## config.mk

```make
export PLATFORM = sky130hd
export DESIGN_NAME = adcsq_ctrl
export DESIGN_NICKNAME = d
export VERILOG_FILES = /design/src/adcsq_arb.v /design/src/adcsq_ctrl.v
export VERILOG_INCLUDE_DIRS = /design/src
export SDC_FILE = /design/constraint.sdc
export NUM_CORES = 1
export LEC_CHECK = 0
export BUFFER_PORTS_ARGS = -buffer_cell sky130_fd_sc_hd__buf_2
export CORE_MARGIN = 5
export CORE_UTILIZATION = 56
export DETAILED_ROUTE_END_ITERATION = 8
export GPL_TIMING_DRIVEN = 0
export PLACE_DENSITY = 0.81
export SYNTH_ARGS = -nofsm -noshare
export SYNTH_HDL_FRONTEND = slang
export SYNTH_SLANG_ARGS = --single-unit
```

## constraint.sdc

```tcl
create_clock -name ref_clk -period 12 [get_ports ref_clk]
set_input_delay 0.6 -clock ref_clk [delete_from_list [all_inputs] [get_ports ref_clk]]
set_output_delay 0.6 -clock ref_clk [all_outputs]
set_load 0.1 [all_outputs]
```

## src/adcsq_defs.vh

```
/*
 * adcsq_defs.vh: register offsets, field positions, reset values and
 * trigger-source codes of the converter sequencer control block.
 * Assumes byte addresses on an 8-bit register port with 32-bit data.
 */
`ifndef ADCSQ_DEFS_VH
`define ADCSQ_DEFS_VH

// register byte offsets
`define ADCSQ_OFF_ENA     8'h00
`define ADCSQ_OFF_STATUS  8'h04
`define ADCSQ_OFF_MASK    8'h08
`define ADCSQ_OFF_PSSI    8'h0C
`define ADCSQ_OFF_ACTIVE  8'h10
`define ADCSQ_OFF_RESULT  8'h14
`define ADCSQ_OFF_CMPLO   8'h18
`define ADCSQ_OFF_CMPHI   8'h1C
`define ADCSQ_OFF_CTRL0   8'h20
`define ADCSQ_OFF_MUX0    8'h30

// per-sequencer control register fields
`define ADCSQ_LAST_LSB    0
`define ADCSQ_IE_LSB      8
`define ADCSQ_CE_LSB      16
`define ADCSQ_SRC_LSB     24
`define ADCSQ_PRI_LSB     28
`define ADCSQ_DIFF_BIT    30

// highest step index each sequencer can reach
`define ADCSQ_MAXLAST0    3'h7
`define ADCSQ_MAXLAST1    3'h3
`define ADCSQ_MAXLAST2    3'h3
`define ADCSQ_MAXLAST3    3'h0

// status bit of the digital comparator
`define ADCSQ_STS_CMP     4

// reset values
`define ADCSQ_RST_ENA     4'h0
`define ADCSQ_RST_MASK    5'h00
`define ADCSQ_RST_CTRL    32'h00000000
`define ADCSQ_RST_MUX     32'h00000000
`define ADCSQ_RST_CMPLO   12'h000
`define ADCSQ_RST_CMPHI   12'hFFF

// trigger source codes
`define ADCSQ_TRG_PROC    4'h0
`define ADCSQ_TRG_CMP     4'h1
`define ADCSQ_TRG_EXT     4'h4
`define ADCSQ_TRG_TMR     4'h5
`define ADCSQ_TRG_PWM     4'h6
`define ADCSQ_TRG_ALWAYS  4'hF

// engine timing: one cycle to issue a conversion
`define ADCSQ_ISSUE_CYC   1

`endif

```

## src/adcsq_arb.v

```verilog
/*
 * adcsq_arb.v: priority arbiter choosing the next sequencer to convert.
 * Assumes pending and priority inputs come from the same clock domain;
 * purely combinational.
 */
`timescale 1ns/1ps
`default_nettype none

module adcsq_arb (
    input wire [3:0] pend,
    input wire [7:0] pri,
    output reg gnt_valid,
    output reg [1:0] gnt_idx
);

    integer k;
    reg [1:0] best_pri;

    // lowest value wins, ties go to the lower index; the third/fourth
    // pairing keeps the silicon's misordering so software sees it as is
    always @* begin
        gnt_valid = 1'b0;
        gnt_idx = 2'h0;
        best_pri = 2'h3;
        for (k = 0; k < 4; k = k + 1) begin
            if (pend[k] && (!gnt_valid || pri[2*k +: 2] < best_pri)) begin
                gnt_valid = 1'b1;
                gnt_idx = k[1:0];
                best_pri = pri[2*k +: 2];
            end
        end
        // only third and fourth pending: second is compared with third
        if (pend == 4'hC) begin
            // either outcome grants one of them, so both still run
            gnt_idx = (pri[3:2] <= pri[5:4]) ? 2'h2 : 2'h3;
        end
    end

endmodule

`default_nettype wire

```

## src/adcsq_ctrl.v

```verilog
/*
 * adcsq_ctrl.v: sequencer control of a four-sequencer converter:
 * triggering, step walking, arbitration, digital comparator, interrupts.
 * Assumes a converter core on ref_clk that answers each conv_start with
 * one conv_done pulse; only the external trigger pin is asynchronous.
 */
// Added by the designer: strobed register access and the register offsets.
//
// Contract
// differential pair codes 0x0-0x3 and 0x8-0xB
// same-type retrigger mid-sequence makes sampling continuous
// different-type retrigger never makes it continuous
// software waits for completion before retriggering
// fourth sequencer has exactly one step
// final-step comparator silent for listed triggers
// software appends dummy final comparator step
// step n result judged by step n+1 comparator
// third/fourth contest compares second against third
// third and fourth sequences still run eventually
// software puts urgent work in first two
// software averages differential results itself
// processor trigger dropped beside other-source sequence
// two-bit priority per sequencer, lower wins
`timescale 1ns/1ps
`default_nettype none
`include "adcsq_defs.vh"

module adcsq_ctrl (
    input wire ref_clk,
    input wire srst,
    input wire [7:0] reg_addr,
    input wire [31:0] reg_wdata,
    input wire reg_wr,
    input wire reg_rd,
    output reg [31:0] reg_rdata,
    input wire ext_trig_pin,
    input wire timer_trig,
    input wire pwm_trig,
    output reg conv_start,
    output reg [3:0] conv_input,
    output reg conv_diff,
    input wire conv_done,
    input wire [11:0] conv_result,
    output reg cmp_trig,
    output wire irq
);

    localparam ENG_IDLE = 2'h0;
    localparam ENG_ISSUE = 2'h1;
    localparam ENG_WAIT = 2'h2;

    reg [3:0] ena_q;
    reg [4:0] sts_q;
    reg [4:0] sts_d;
    reg [4:0] mask_q;
    reg [11:0] cmp_lo_q;
    reg [11:0] cmp_hi_q;
    reg [15:0] result_q;
    reg [1:0] state_q;
    reg [1:0] cur_q;
    reg [2:0] step_q;
    reg ext_s1_q;
    reg ext_s2_q;
    reg ext_s3_q;

    wire [3:0] busy_w;
    wire [3:0] pend_w;
    wire [3:0] cont_w;
    wire [7:0] pri_w;
    wire [11:0] last_w;
    wire [15:0] src_w;
    wire [31:0] ie_w;
    wire [31:0] ce_w;
    wire [3:0] diff_w;
    wire [127:0] ctrl_w;
    wire [127:0] mux_w;
    wire gnt_valid;
    wire [1:0] gnt_idx;

    reg [3:0] start_v;
    reg [3:0] finish_v;
    reg [3:0] seq_irq_v;
    reg cmp_hit;

    // external trigger crosses in through two flops before edge detect
    always @(posedge ref_clk) begin
        if (srst) begin
            ext_s1_q <= 1'b0;
            ext_s2_q <= 1'b0;
            ext_s3_q <= 1'b0;
        end else begin
            ext_s1_q <= ext_trig_pin;
            ext_s2_q <= ext_s1_q;
            ext_s3_q <= ext_s2_q;
        end
    end

    wire ext_rise = ext_s2_q & ~ext_s3_q;
    wire pssi_wr = reg_wr && (reg_addr == `ADCSQ_OFF_PSSI);

    // fields of the sequence now converting
    wire [2:0] cur_last = last_w[3*cur_q +: 3];
    wire [3:0] cur_src = src_w[4*cur_q +: 4];
    wire [7:0] cur_ie = ie_w[8*cur_q +: 8];
    wire [7:0] cur_ce = ce_w[8*cur_q +: 8];
    wire [31:0] cur_mux = mux_w[32*cur_q +: 32];
    wire [3:0] cur_code = cur_mux[4*step_q +: 4];
    wire at_last = (step_q == cur_last);
    wire step_end = (state_q == ENG_WAIT) && conv_done;

    // a processor write racing the end of another-source sequence is lost
    wire proc_drop = step_end && at_last && (cur_src != `ADCSQ_TRG_PROC);

    genvar i;
    generate
        for (i = 0; i < 4; i = i + 1) begin : g_seq
            localparam integer CI = 4 * i;
            localparam [7:0] CTRL_ADDR = `ADCSQ_OFF_CTRL0 + CI[7:0];
            localparam [7:0] MUX_ADDR = `ADCSQ_OFF_MUX0 + CI[7:0];
            localparam [2:0] MAXL = (i == 0) ? `ADCSQ_MAXLAST0 :
                                    (i == 1) ? `ADCSQ_MAXLAST1 :
                                    (i == 2) ? `ADCSQ_MAXLAST2 : `ADCSQ_MAXLAST3;
            reg [31:0] ctrl_q;
            reg [31:0] mux_q;
            reg busy_q;
            reg cont_q;
            reg pend_q;
            reg [3:0] ptype_q;
            reg [3:0] atype_q;
            wire [3:0] src = ctrl_q[`ADCSQ_SRC_LSB +: 4];
            wire hw_ev = ena_q[i] &&
                ((src == `ADCSQ_TRG_CMP && cmp_trig) ||
                 (src == `ADCSQ_TRG_EXT && ext_rise) ||
                 (src == `ADCSQ_TRG_TMR && timer_trig) ||
                 (src == `ADCSQ_TRG_PWM && pwm_trig) ||
                 (src == `ADCSQ_TRG_ALWAYS));
            wire proc_ev = ena_q[i] && pssi_wr && reg_wdata[i] && !proc_drop;
            wire ev = hw_ev || proc_ev;
            wire [3:0] ev_type = proc_ev ? `ADCSQ_TRG_PROC : src;
            wire [3:0] run_type = start_v[i] ? ptype_q : atype_q;

            // the step count is masked, so the fourth stays at one step
            assign last_w[3*i +: 3] = ctrl_q[`ADCSQ_LAST_LSB +: 3] & MAXL;
            assign pri_w[2*i +: 2] = ctrl_q[`ADCSQ_PRI_LSB +: 2];
            assign src_w[4*i +: 4] = src;
            assign ie_w[8*i +: 8] = ctrl_q[`ADCSQ_IE_LSB +: 8];
            assign ce_w[8*i +: 8] = ctrl_q[`ADCSQ_CE_LSB +: 8];
            assign diff_w[i] = ctrl_q[`ADCSQ_DIFF_BIT];
            assign ctrl_w[32*i +: 32] = ctrl_q;
            assign mux_w[32*i +: 32] = mux_q;
            assign busy_w[i] = busy_q;
            assign pend_w[i] = pend_q;
            assign cont_w[i] = cont_q;

            // configuration registers
            always @(posedge ref_clk) begin
                if (srst) begin
                    ctrl_q <= `ADCSQ_RST_CTRL;
                    mux_q <= `ADCSQ_RST_MUX;
                end else if (reg_wr) begin
                    if (reg_addr == CTRL_ADDR) begin
                        ctrl_q <= {reg_wdata[31:3], reg_wdata[2:0] & MAXL};
                    end
                    if (reg_addr == MUX_ADDR) begin
                        mux_q <= reg_wdata;
                    end
                end
            end

            // trigger bookkeeping; later assignments win so an event's set beats a start's clear, and a disable beats both
            always @(posedge ref_clk) begin
                if (srst) begin
                    busy_q <= 1'b0;
                    cont_q <= 1'b0;
                    pend_q <= 1'b0;
                    ptype_q <= `ADCSQ_TRG_PROC;
                    atype_q <= `ADCSQ_TRG_PROC;
                end else begin
                    if (start_v[i]) begin
                        busy_q <= 1'b1;
                        atype_q <= ptype_q;
                        pend_q <= 1'b0;
                    end else if (finish_v[i] && !cont_q) begin
                        busy_q <= 1'b0;
                    end
                    if (ev) begin
                        if ((busy_q || start_v[i]) && ev_type == run_type) begin
                            cont_q <= 1'b1;
                        end else begin
                            pend_q <= 1'b1;
                            ptype_q <= ev_type;
                        end
                    end
                    // disabling is the only way out of continuous sampling
                    if (!ena_q[i]) begin
                        cont_q <= 1'b0;
                        pend_q <= 1'b0;
                    end
                end
            end
        end
    endgenerate

    adcsq_arb u_arb (
        .pend(pend_w & ~busy_w),
        .pri(pri_w),
        .gnt_valid(gnt_valid),
        .gnt_idx(gnt_idx)
    );

    // comparator sees step n's result with step n+1's setting; the final
    // step's comparator is silenced unless the source is always-trigger
    always @* begin
        cmp_hit = 1'b0;
        if (step_end && !at_last) begin
            if (cur_ce[step_q + 3'h1] && conv_result >= cmp_lo_q && conv_result <= cmp_hi_q) begin
                cmp_hit = 1'b1;
            end
            if ((step_q + 3'h1) == cur_last && cur_src != `ADCSQ_TRG_ALWAYS) begin
                cmp_hit = 1'b0;
            end
        end
    end

    // engine strobes toward the sequencers
    always @* begin
        start_v = 4'h0;
        finish_v = 4'h0;
        seq_irq_v = 4'h0;
        if (state_q == ENG_IDLE && gnt_valid) begin
            start_v[gnt_idx] = 1'b1;
        end
        if (step_end && at_last) begin
            finish_v[cur_q] = 1'b1;
        end
        // interrupts keep firing at their steps even when continuous
        if (step_end && cur_ie[step_q]) begin
            seq_irq_v[cur_q] = 1'b1;
        end
    end

    // step engine: one conversion at a time on the shared core
    always @(posedge ref_clk) begin
        if (srst) begin
            state_q <= ENG_IDLE;
            cur_q <= 2'h0;
            step_q <= 3'h0;
            conv_start <= 1'b0;
            conv_input <= 4'h0;
            conv_diff <= 1'b0;
            result_q <= 16'h0000;
        end else begin
            conv_start <= 1'b0;
            case (state_q)
                ENG_IDLE: begin
                    if (gnt_valid) begin
                        cur_q <= gnt_idx;
                        step_q <= 3'h0;
                        state_q <= ENG_ISSUE;
                    end
                end
                ENG_ISSUE: begin
                    conv_start <= 1'b1;
                    conv_diff <= diff_w[cur_q];
                    // pair k occupies inputs 2k and 2k+1; code bit 2 is ignored
                    if (diff_w[cur_q]) begin
                        conv_input <= {cur_code[3], cur_code[1:0], 1'b0};
                    end else begin
                        conv_input <= cur_code;
                    end
                    state_q <= ENG_WAIT;
                end
                ENG_WAIT: begin
                    if (conv_done) begin
                        result_q <= {2'h0, cur_q, conv_result};
                        if (!at_last) begin
                            step_q <= step_q + 3'h1;
                            state_q <= ENG_ISSUE;
                        end else if (cont_w[cur_q]) begin
                            // continuous: wrap and hold the converter
                            step_q <= 3'h0;
                            state_q <= ENG_ISSUE;
                        end else begin
                            state_q <= ENG_IDLE;
                        end
                    end
                end
                default: begin
                    state_q <= ENG_IDLE;
                end
            endcase
        end
    end

    // comparator trigger pulse, also usable as a trigger source
    always @(posedge ref_clk) begin
        if (srst) begin
            cmp_trig <= 1'b0;
        end else begin
            cmp_trig <= cmp_hit;
        end
    end

    // software registers
    always @(posedge ref_clk) begin
        if (srst) begin
            ena_q <= `ADCSQ_RST_ENA;
            mask_q <= `ADCSQ_RST_MASK;
            cmp_lo_q <= `ADCSQ_RST_CMPLO;
            cmp_hi_q <= `ADCSQ_RST_CMPHI;
        end else if (reg_wr) begin
            case (reg_addr)
                `ADCSQ_OFF_ENA: ena_q <= reg_wdata[3:0];
                `ADCSQ_OFF_MASK: mask_q <= reg_wdata[4:0];
                `ADCSQ_OFF_CMPLO: cmp_lo_q <= reg_wdata[11:0];
                `ADCSQ_OFF_CMPHI: cmp_hi_q <= reg_wdata[11:0];
                default: ena_q <= ena_q;
            endcase
        end
    end

    // sticky status; a read clears it but a same-cycle event survives
    always @* begin
        sts_d = sts_q;
        if (reg_rd && reg_addr == `ADCSQ_OFF_STATUS) begin
            sts_d = 5'h00;
        end
        sts_d = sts_d | {cmp_hit, seq_irq_v};
    end

    always @(posedge ref_clk) begin
        if (srst) begin
            sts_q <= 5'h00;
        end else begin
            sts_q <= sts_d;
        end
    end

    assign irq = |(sts_q & mask_q);

    // read data stands only in the cycle after the strobe
    always @(posedge ref_clk) begin
        if (srst) begin
            reg_rdata <= 32'h00000000;
        end else if (reg_rd) begin
            case (reg_addr)
                `ADCSQ_OFF_ENA: reg_rdata <= {28'h0000000, ena_q};
                `ADCSQ_OFF_STATUS: reg_rdata <= {27'h0000000, sts_q};
                `ADCSQ_OFF_MASK: reg_rdata <= {27'h0000000, mask_q};
                `ADCSQ_OFF_ACTIVE: reg_rdata <= {13'h0000, step_q, cur_q, state_q, pend_w, cont_w, busy_w};
                `ADCSQ_OFF_RESULT: reg_rdata <= {16'h0000, result_q};
                `ADCSQ_OFF_CMPLO: reg_rdata <= {20'h00000, cmp_lo_q};
                `ADCSQ_OFF_CMPHI: reg_rdata <= {20'h00000, cmp_hi_q};
                8'h20: reg_rdata <= ctrl_w[31:0];
                8'h24: reg_rdata <= ctrl_w[63:32];
                8'h28: reg_rdata <= ctrl_w[95:64];
                8'h2C: reg_rdata <= ctrl_w[127:96];
                8'h30: reg_rdata <= mux_w[31:0];
                8'h34: reg_rdata <= mux_w[63:32];
                8'h38: reg_rdata <= mux_w[95:64];
                8'h3C: reg_rdata <= mux_w[127:96];
                default: reg_rdata <= 32'h00000000;
            endcase
        end else begin
            reg_rdata <= 32'h00000000;
        end
    end

endmodule

`default_nettype wire

```

* Word-level counts from Yosys, hierarchy flattened *
Index checks and enable logic that the tools add are counted.
Widths: inputs -> output; s select.

operators by class
  bitwise operators = 15
  add/sub/neg operators = 1
  order comparisons = 12
  equal/unequal tests = 48
  mux-type cells = 72
  reductions and logical operators = 130
  shifts and indexed selects = 6
  multiply operators = 1

operators with widths
  cell                number
  $pmux 32 s15        1
  $shiftx 128x8->32   1
  $eq 8x6->1 const B  8
  $shiftx 32x6->8     2
  $logic_and 1x1->1   56
  $eq 4x3->1 const B  12
  $reduce_and 2->1    23
  $mux 4              11
  $mux 1              38
  $eq 8x5->1 const B  4
  $shiftx 32x6->4     1
  $logic_or 1x1->1    27
  $eq 4x4->1 const B  5
  $eq 4x1->1 const B  4
  $eq 4x4->1          4
  $eq 8x4->1 const B  2
  $mux 2              8
  $shiftx 16x5->4     1
  $mux 3              5
  $ge 12x12->1        1
  $le 12x12->1        1
  $shiftx 12x5->3     1
  $not 1->1           10
  $reduce_bool 2->1   5
  32 further kinds    54

storage, ports and cells
  bits in registers = 396
  bits of input ports = 60

* Logic depth before layout (Yosys ltp) *
  depth in word-level cells = 26
  depth in mapped cells = 20
  depth with buffers taken out = 18

* By module *
A second synthesis with hierarchy kept.

unflattened totals
  cells, all modules = 2,257
  area total of the unflattened synthesis = 18,838.1 um^2

by module, submodules not included
  module      cells an instance  instances  sequential area each (um^2)  area each (um^2)
  adcsq_ctrl  2,216              1          7,927.6                      18,535.3
  adcsq_arb   41                 1          0.0                          302.8

* Worst setup path after synthesis *
Ideal clock, no wire load.

  path type = register -> register
  start = register g_seq[1].busy_q
  end = register g_seq[2].ptype_q[2]
  cell stages (with the launch flop) = 20
  library setup time = 0.128 ns
  arrival = 4.577 ns
  buffers on the path = 1
  slack = 7.295 ns
  required time = 11.872 ns
  cell sequence = dfxtp_1 -> nand2b_1 -> o22ai_1 -> ha_1 -> or4b_1 -> a21oi_1 -> nor2_1 -> mux2_2 -> ha_1 -> a21oi_1 -> a31oi_1 -> a311oi_1 -> or4_4 -> o21a_1 -> buf_6 -> mux2i_1 -> a32o_1 -> o41ai_4 -> mux2i_1 -> nor2_1

on the way
  cells in the longest elaborated chain, start to end = 23

RTL lines
  element                                               line              source
  start, declared                                       adcsq_ctrl.v:125  reg busy_q;
  start signal, assigned                                adcsq_ctrl.v:173  busy_q <= 1'b0;
  start signal, assigned                                adcsq_ctrl.v:180  busy_q <= 1'b1;
  start signal, assigned                                adcsq_ctrl.v:184  busy_q <= 1'b0;
  $not 4->4 *                                           adcsq_ctrl.v:205  .pend(pend_w & ~busy_w),
  $and 4x4->4 *                                         adcsq_ctrl.v:205
  $logic_and 1x1->1                                     adcsq_arb.v:26    if (pend[k] && (!gnt_valid || pri[2*k +: 2] < best_pri)) begin
  $mux 2 / $mux 1 (equally long branches)               adcsq_arb.v:26
  $lt 2x2->1 / $logic_not 1->1 (equally long branches)  adcsq_arb.v:26
  $logic_or 1x1->1                                      adcsq_arb.v:26
  $logic_and 1x1->1                                     adcsq_arb.v:26
  $mux 2 / $mux 1 (equally long branches)               adcsq_arb.v:26
  (+7 left out)                                         n/a
  $mux 1 (not written as such)                          adcsq_ctrl.v:231  start_v[gnt_idx] = 1'b1;
  $demux 1 s2                                           adcsq_ctrl.v:231
  $mux 4 *                                              adcsq_ctrl.v:230  if (state_q == ENG_IDLE && gnt_valid) begin
  $mux 4                                                n/a
  $eq 4x4->1                                            adcsq_ctrl.v:187  if ((busy_q || start_v[i]) && ev_type == run_type) begin
  $logic_and 1x1->1 *                                   adcsq_ctrl.v:187
  $not 1->1 (no source line) *                          n/a
  $reduce_and 2->1 (no source line) *                   n/a
  end signal, assigned                                  adcsq_ctrl.v:176  ptype_q <= `ADCSQ_TRG_PROC;
  end signal, assigned                                  adcsq_ctrl.v:191  ptype_q <= ev_type;
  end, declared                                         adcsq_ctrl.v:128  reg [3:0] ptype_q;

Every way passes the cells marked *; elsewhere a longest branch is shown, timed or not.
A chain may end at the register's enable or synchronous reset.

* Worst setup path after layout *
  start = register cur_q[0]
  end = register sts_q[4]

on the way
  cells in the longest elaborated chain, start to end = 9

RTL lines
  element                                              line              source
  start, declared                                      adcsq_ctrl.v:60   reg [1:0] cur_q;
  start signal, assigned                               adcsq_ctrl.v:257  cur_q <= gnt_idx;
  branches (longest 7 deep; another with $mul 2x2->4)  n/a
  $mux 1 *                                             adcsq_ctrl.v:215  if (step_end && !at_last) begin
  $or 5x5->5 *                                         adcsq_ctrl.v:328  sts_d = sts_d | {cmp_hit, seq_irq_v};
  end signal, assigned                                 adcsq_ctrl.v:335  sts_q <= sts_d;
  end, declared                                        adcsq_ctrl.v:53   reg [4:0] sts_q;

Mark *: on every way between the ends. The select of a mux whose other input is x is not followed.

==> reports/summary.txt <==
Most frequent cells in the layout: nand2_1, dfxtp_1, a21oi_1, clkbuf_1, nor2_1
Layout Nets: 2488
Synth async-reset ratio: 0%
Core ar.: 33500 µm²
Post-Route Setup TNS: 0 ps
Post-detail-place hpwl: 56.0 mm
First-pass detailed-route iteration total: 8
Via count: 19.5k
Max Cap Viol: 0
Switch Pwr: 648 µW
Ys Warns: 0
FF-to-FF End: sts_q[4]$_SDFF_PP0_
Hold Path Depth: 2
Sequential cell area: 7930 µm²
Largest area contributor in the netlist: dfxtp_1
Worst-path clk slew: 60 ps
TritonCTS Buffers: 43
Number of global-route vias before repair: 18.2k
I/O pin total: 100
Post-synth top area share: 41.6%
Routed len/inst: 26.8 µm
Final min period: 6040 ps
CP required: 12480 ps
DIE WIDTH: 194 µm
Final worst-path cycle share: 50.3%
Worst r2r src: cur_q[0]$_SDFFE_PP0P_
Clk pwr share: 50.1%
Clock Path Buffers: 3
Initial antenna violation count: 0
Slew Viols, Final: 0
Cell row count: 67
Root buf cell: clkbuf_16
All-Layer GR Usage: 38.8%
Flop2flop setup slack: 5960 ps
H-tree levels: 2
CP Launch Type: flip-flop
Leakage power: 0.00720 µW
Hold worst-path end: ext_s1_q$_SDFF_PP0_
First-pass GRT wire length: 113 mm
DRC viols: 0
R2R depth: 12
PortBufs: 68
Comb power frac: 3.5%
Power Dens Cells: 132 nW/µm²
Area of the multi-input gates: 10100 µm²
Synth Cell Area: 19000 µm²
Status: completed
Avg Vias per Cell: 6.75
Design area: 21500 µm²
CP max FO: 10
Setup violations, final: 0
Critical path class: flip-flop to flip-flop
CP Capture Type: flip-flop
Post-synthesis cell type count: 74
Switching Share: 22.9%
Pre-CTS WS: 6510 ps
Most common cell after layout, fill and taps aside: nand2_1
Post-synthesis register bit count: 396
Skew final: 30.8 ps
Antenna Cells: 0
Avg Cell Area, Syn: 8.33 µm²
Placed cell area: 20000 µm²
Relative slew margins: 4.73%
Die area: 37800 µm²
TritonCTS clock tree: yes
Post-CTS setup buffers: 0
Hold Startpoint: ext_trig_pin
Largest net degree at the start of global routing: 14
Setup ws final: 5960 ps
Cells after Synth: 2286
Chip Height: 194 µm
1st-iter DRT viols: 3227
CP arrival: 6520 ps
P_int: 2190 µW
Seq pwr share: 46.4%
Slew at the pin closest to its max-slew limit: 1430 ps
Post-synth EDFFs: 0
Worst-Skew Late Latency: 570 ps
Hold_buf cts: 0
GPL Wtd Cong: 1.04
Overflow after GRT: 0
Fmax: 0.166 GHz
Synthesized Nets: 2375
Clock sinks: 396
Worst hold path type: input port to flip-flop
Area Overhead vs Synth: 12.7%
Synth area leaders: dfxtp_1, nand2_1, a21oi_1
Post-synthesis sequential area ratio: 41.6%
RSZ-0062 raised after global routing: no
# fillers: 2896
Total Wirelength: 77.1 mm
Layout cell share with drive strength beyond 1: 11.2%
Post-route ant nets: 0
Peak supply drop: 0.0962 mV
Dominant synthesized flop cell: dfxtp_1
CTS resizes: 0
Final Hold Vio Count: 0
Initial Util: 56.8%
cells in the mapped netlist (all sizes together) (24+ instances only):
| cell | instances |
|---|---|
| clkbuf | 168 |
| nor2 | 102 |
| a222oi | 25 |
| a221oi | 41 |
| o21ai | 25 |
| nand2 | 621 |
| mux4 | 66 |
| nand3 | 30 |
| a31oi | 37 |
| buf | 33 |
| mux2 | 24 |
| a21oi | 316 |
| a22oi | 52 |
| mux2i | 55 |
| ha | 29 |
| dfxtp | 396 |
| inv | 52 |
power by group through the flow:
| stage | sequential [µW] | combinational (µW) | clock [µW] |
|---|---|---|---|
| final | 1320 | 99.1 | 1420 |
| after global routing | 1320 | 101 | 1470 |
| after CTS | 1320 | 94.2 | 1410 |
| after detailed placement | 1350 | 93.8 | 0 |
| after global placement | 1350 | 92.3 | 0 |
| after floorplan | 1350 | 49.2 | 0 |
through the flow:
step / utilization, % / hold slack (ps) / std cells / power, µW
final: 64.0 / 279 / 2880 / 2840
after global routing: 64.0 / 263 / 2880 / 2890
after CTS: 64.0 / 265 / 2880 / 2830
after detailed placement: 59.5 / 430 / 2802 / 1440
after global placement: 59.5 / 433 / 2802 / 1440
after floorplan: - / 414 / 2286 / 1400
state kept, by name, summed over array words and instances, names as in the netlist, 5 cells and up:
| signal | count |
|---|---|
| g_seq.mux_q | 128 |
| g_seq.ctrl_q | 123 |
| reg_rdata | 32 |
| g_seq.atype_q | 16 |
| g_seq.ptype_q | 16 |
| result_q | 14 |
| cmp_hi_q | 12 |
| cmp_lo_q | 12 |
| mask_q | 5 |
| sts_q | 5 |
worst max-delay path: stages, from the launching register on:
cell	delay [ps]
dfxtp_1	300
buf_2	200
buf_1	720
buf_1	1020
clkbuf_1	1120
clkbuf_1	860
a21oi_1	180
xnor2_1	170
nand4_1	100
nand2_1	90
nor4_1	640
o311a_1	410
a31o_2	140
area by class of cell:
class / instances / area share, %
timing repair buffer: 68 / 1.59
buffer: 201 / 3.82
clock inverter: 20 / 1.28
tap: 448 / 2.61
inverter: 52 / 0.909
sequential: 396 / 36.9
clock buffer: 58 / 5.75
multi-input combinational: 1637 / 47.1
worst max-delay path by stage:
stage | start | end | slack (ps) | cells after the start
after floorplan | g_seq[1].busy_q$_SDFFE_PP0P_ | g_seq[2].ptype_q[2]$_SDFFE_PP0P_ | 7300 | 19
after global placement | cur_q[0]$_SDFFE_PP0P_ | sts_q[4]$_SDFF_PP0_ | 6490 | 12
after detailed placement | g_seq[1].busy_q$_SDFFE_PP0P_ | g_seq[3].ptype_q[3]$_SDFFE_PP0P_ | 6510 | 18
after CTS | g_seq[1].busy_q$_SDFFE_PP0P_ | g_seq[3].ptype_q[3]$_SDFFE_PP0P_ | 6460 | 18
after global routing | cur_q[0]$_SDFFE_PP0P_ | sts_q[4]$_SDFF_PP0_ | 6000 | 12
final | cur_q[0]$_SDFFE_PP0P_ | sts_q[4]$_SDFF_PP0_ | 5960 | 12
logic make-up after synthesis:
logic type / after synthesis / share of synthesized area [%]
AOI/OAI and AO/OA: 590 / 19.7
xor gates and xnor gates: 9 / 0.414
adders and majority gates: 30 / 1.96
buffers and inverters: 253 / 5.33
DFF: 396 / 41.6
muxes: 145 / 12.1
and+or+nand+nor: 863 / 18.8
per-layer routing:
| layer | wire length [µm] | track usage, % | vias to the layer above |
|---|---|---|---|
| met4 | 5290 | 20.8 | 0 |
| li1 | - | - | 8302 |
| met3 | 11000 | 11.1 | 395 |
| met5 | 0 | 0 | - |
| met2 | 32800 | 58.8 | 1649 |
| met1 | 27900 | 50.3 | 9104 |
Note: power is estimated with default switching activity, not from simulation.
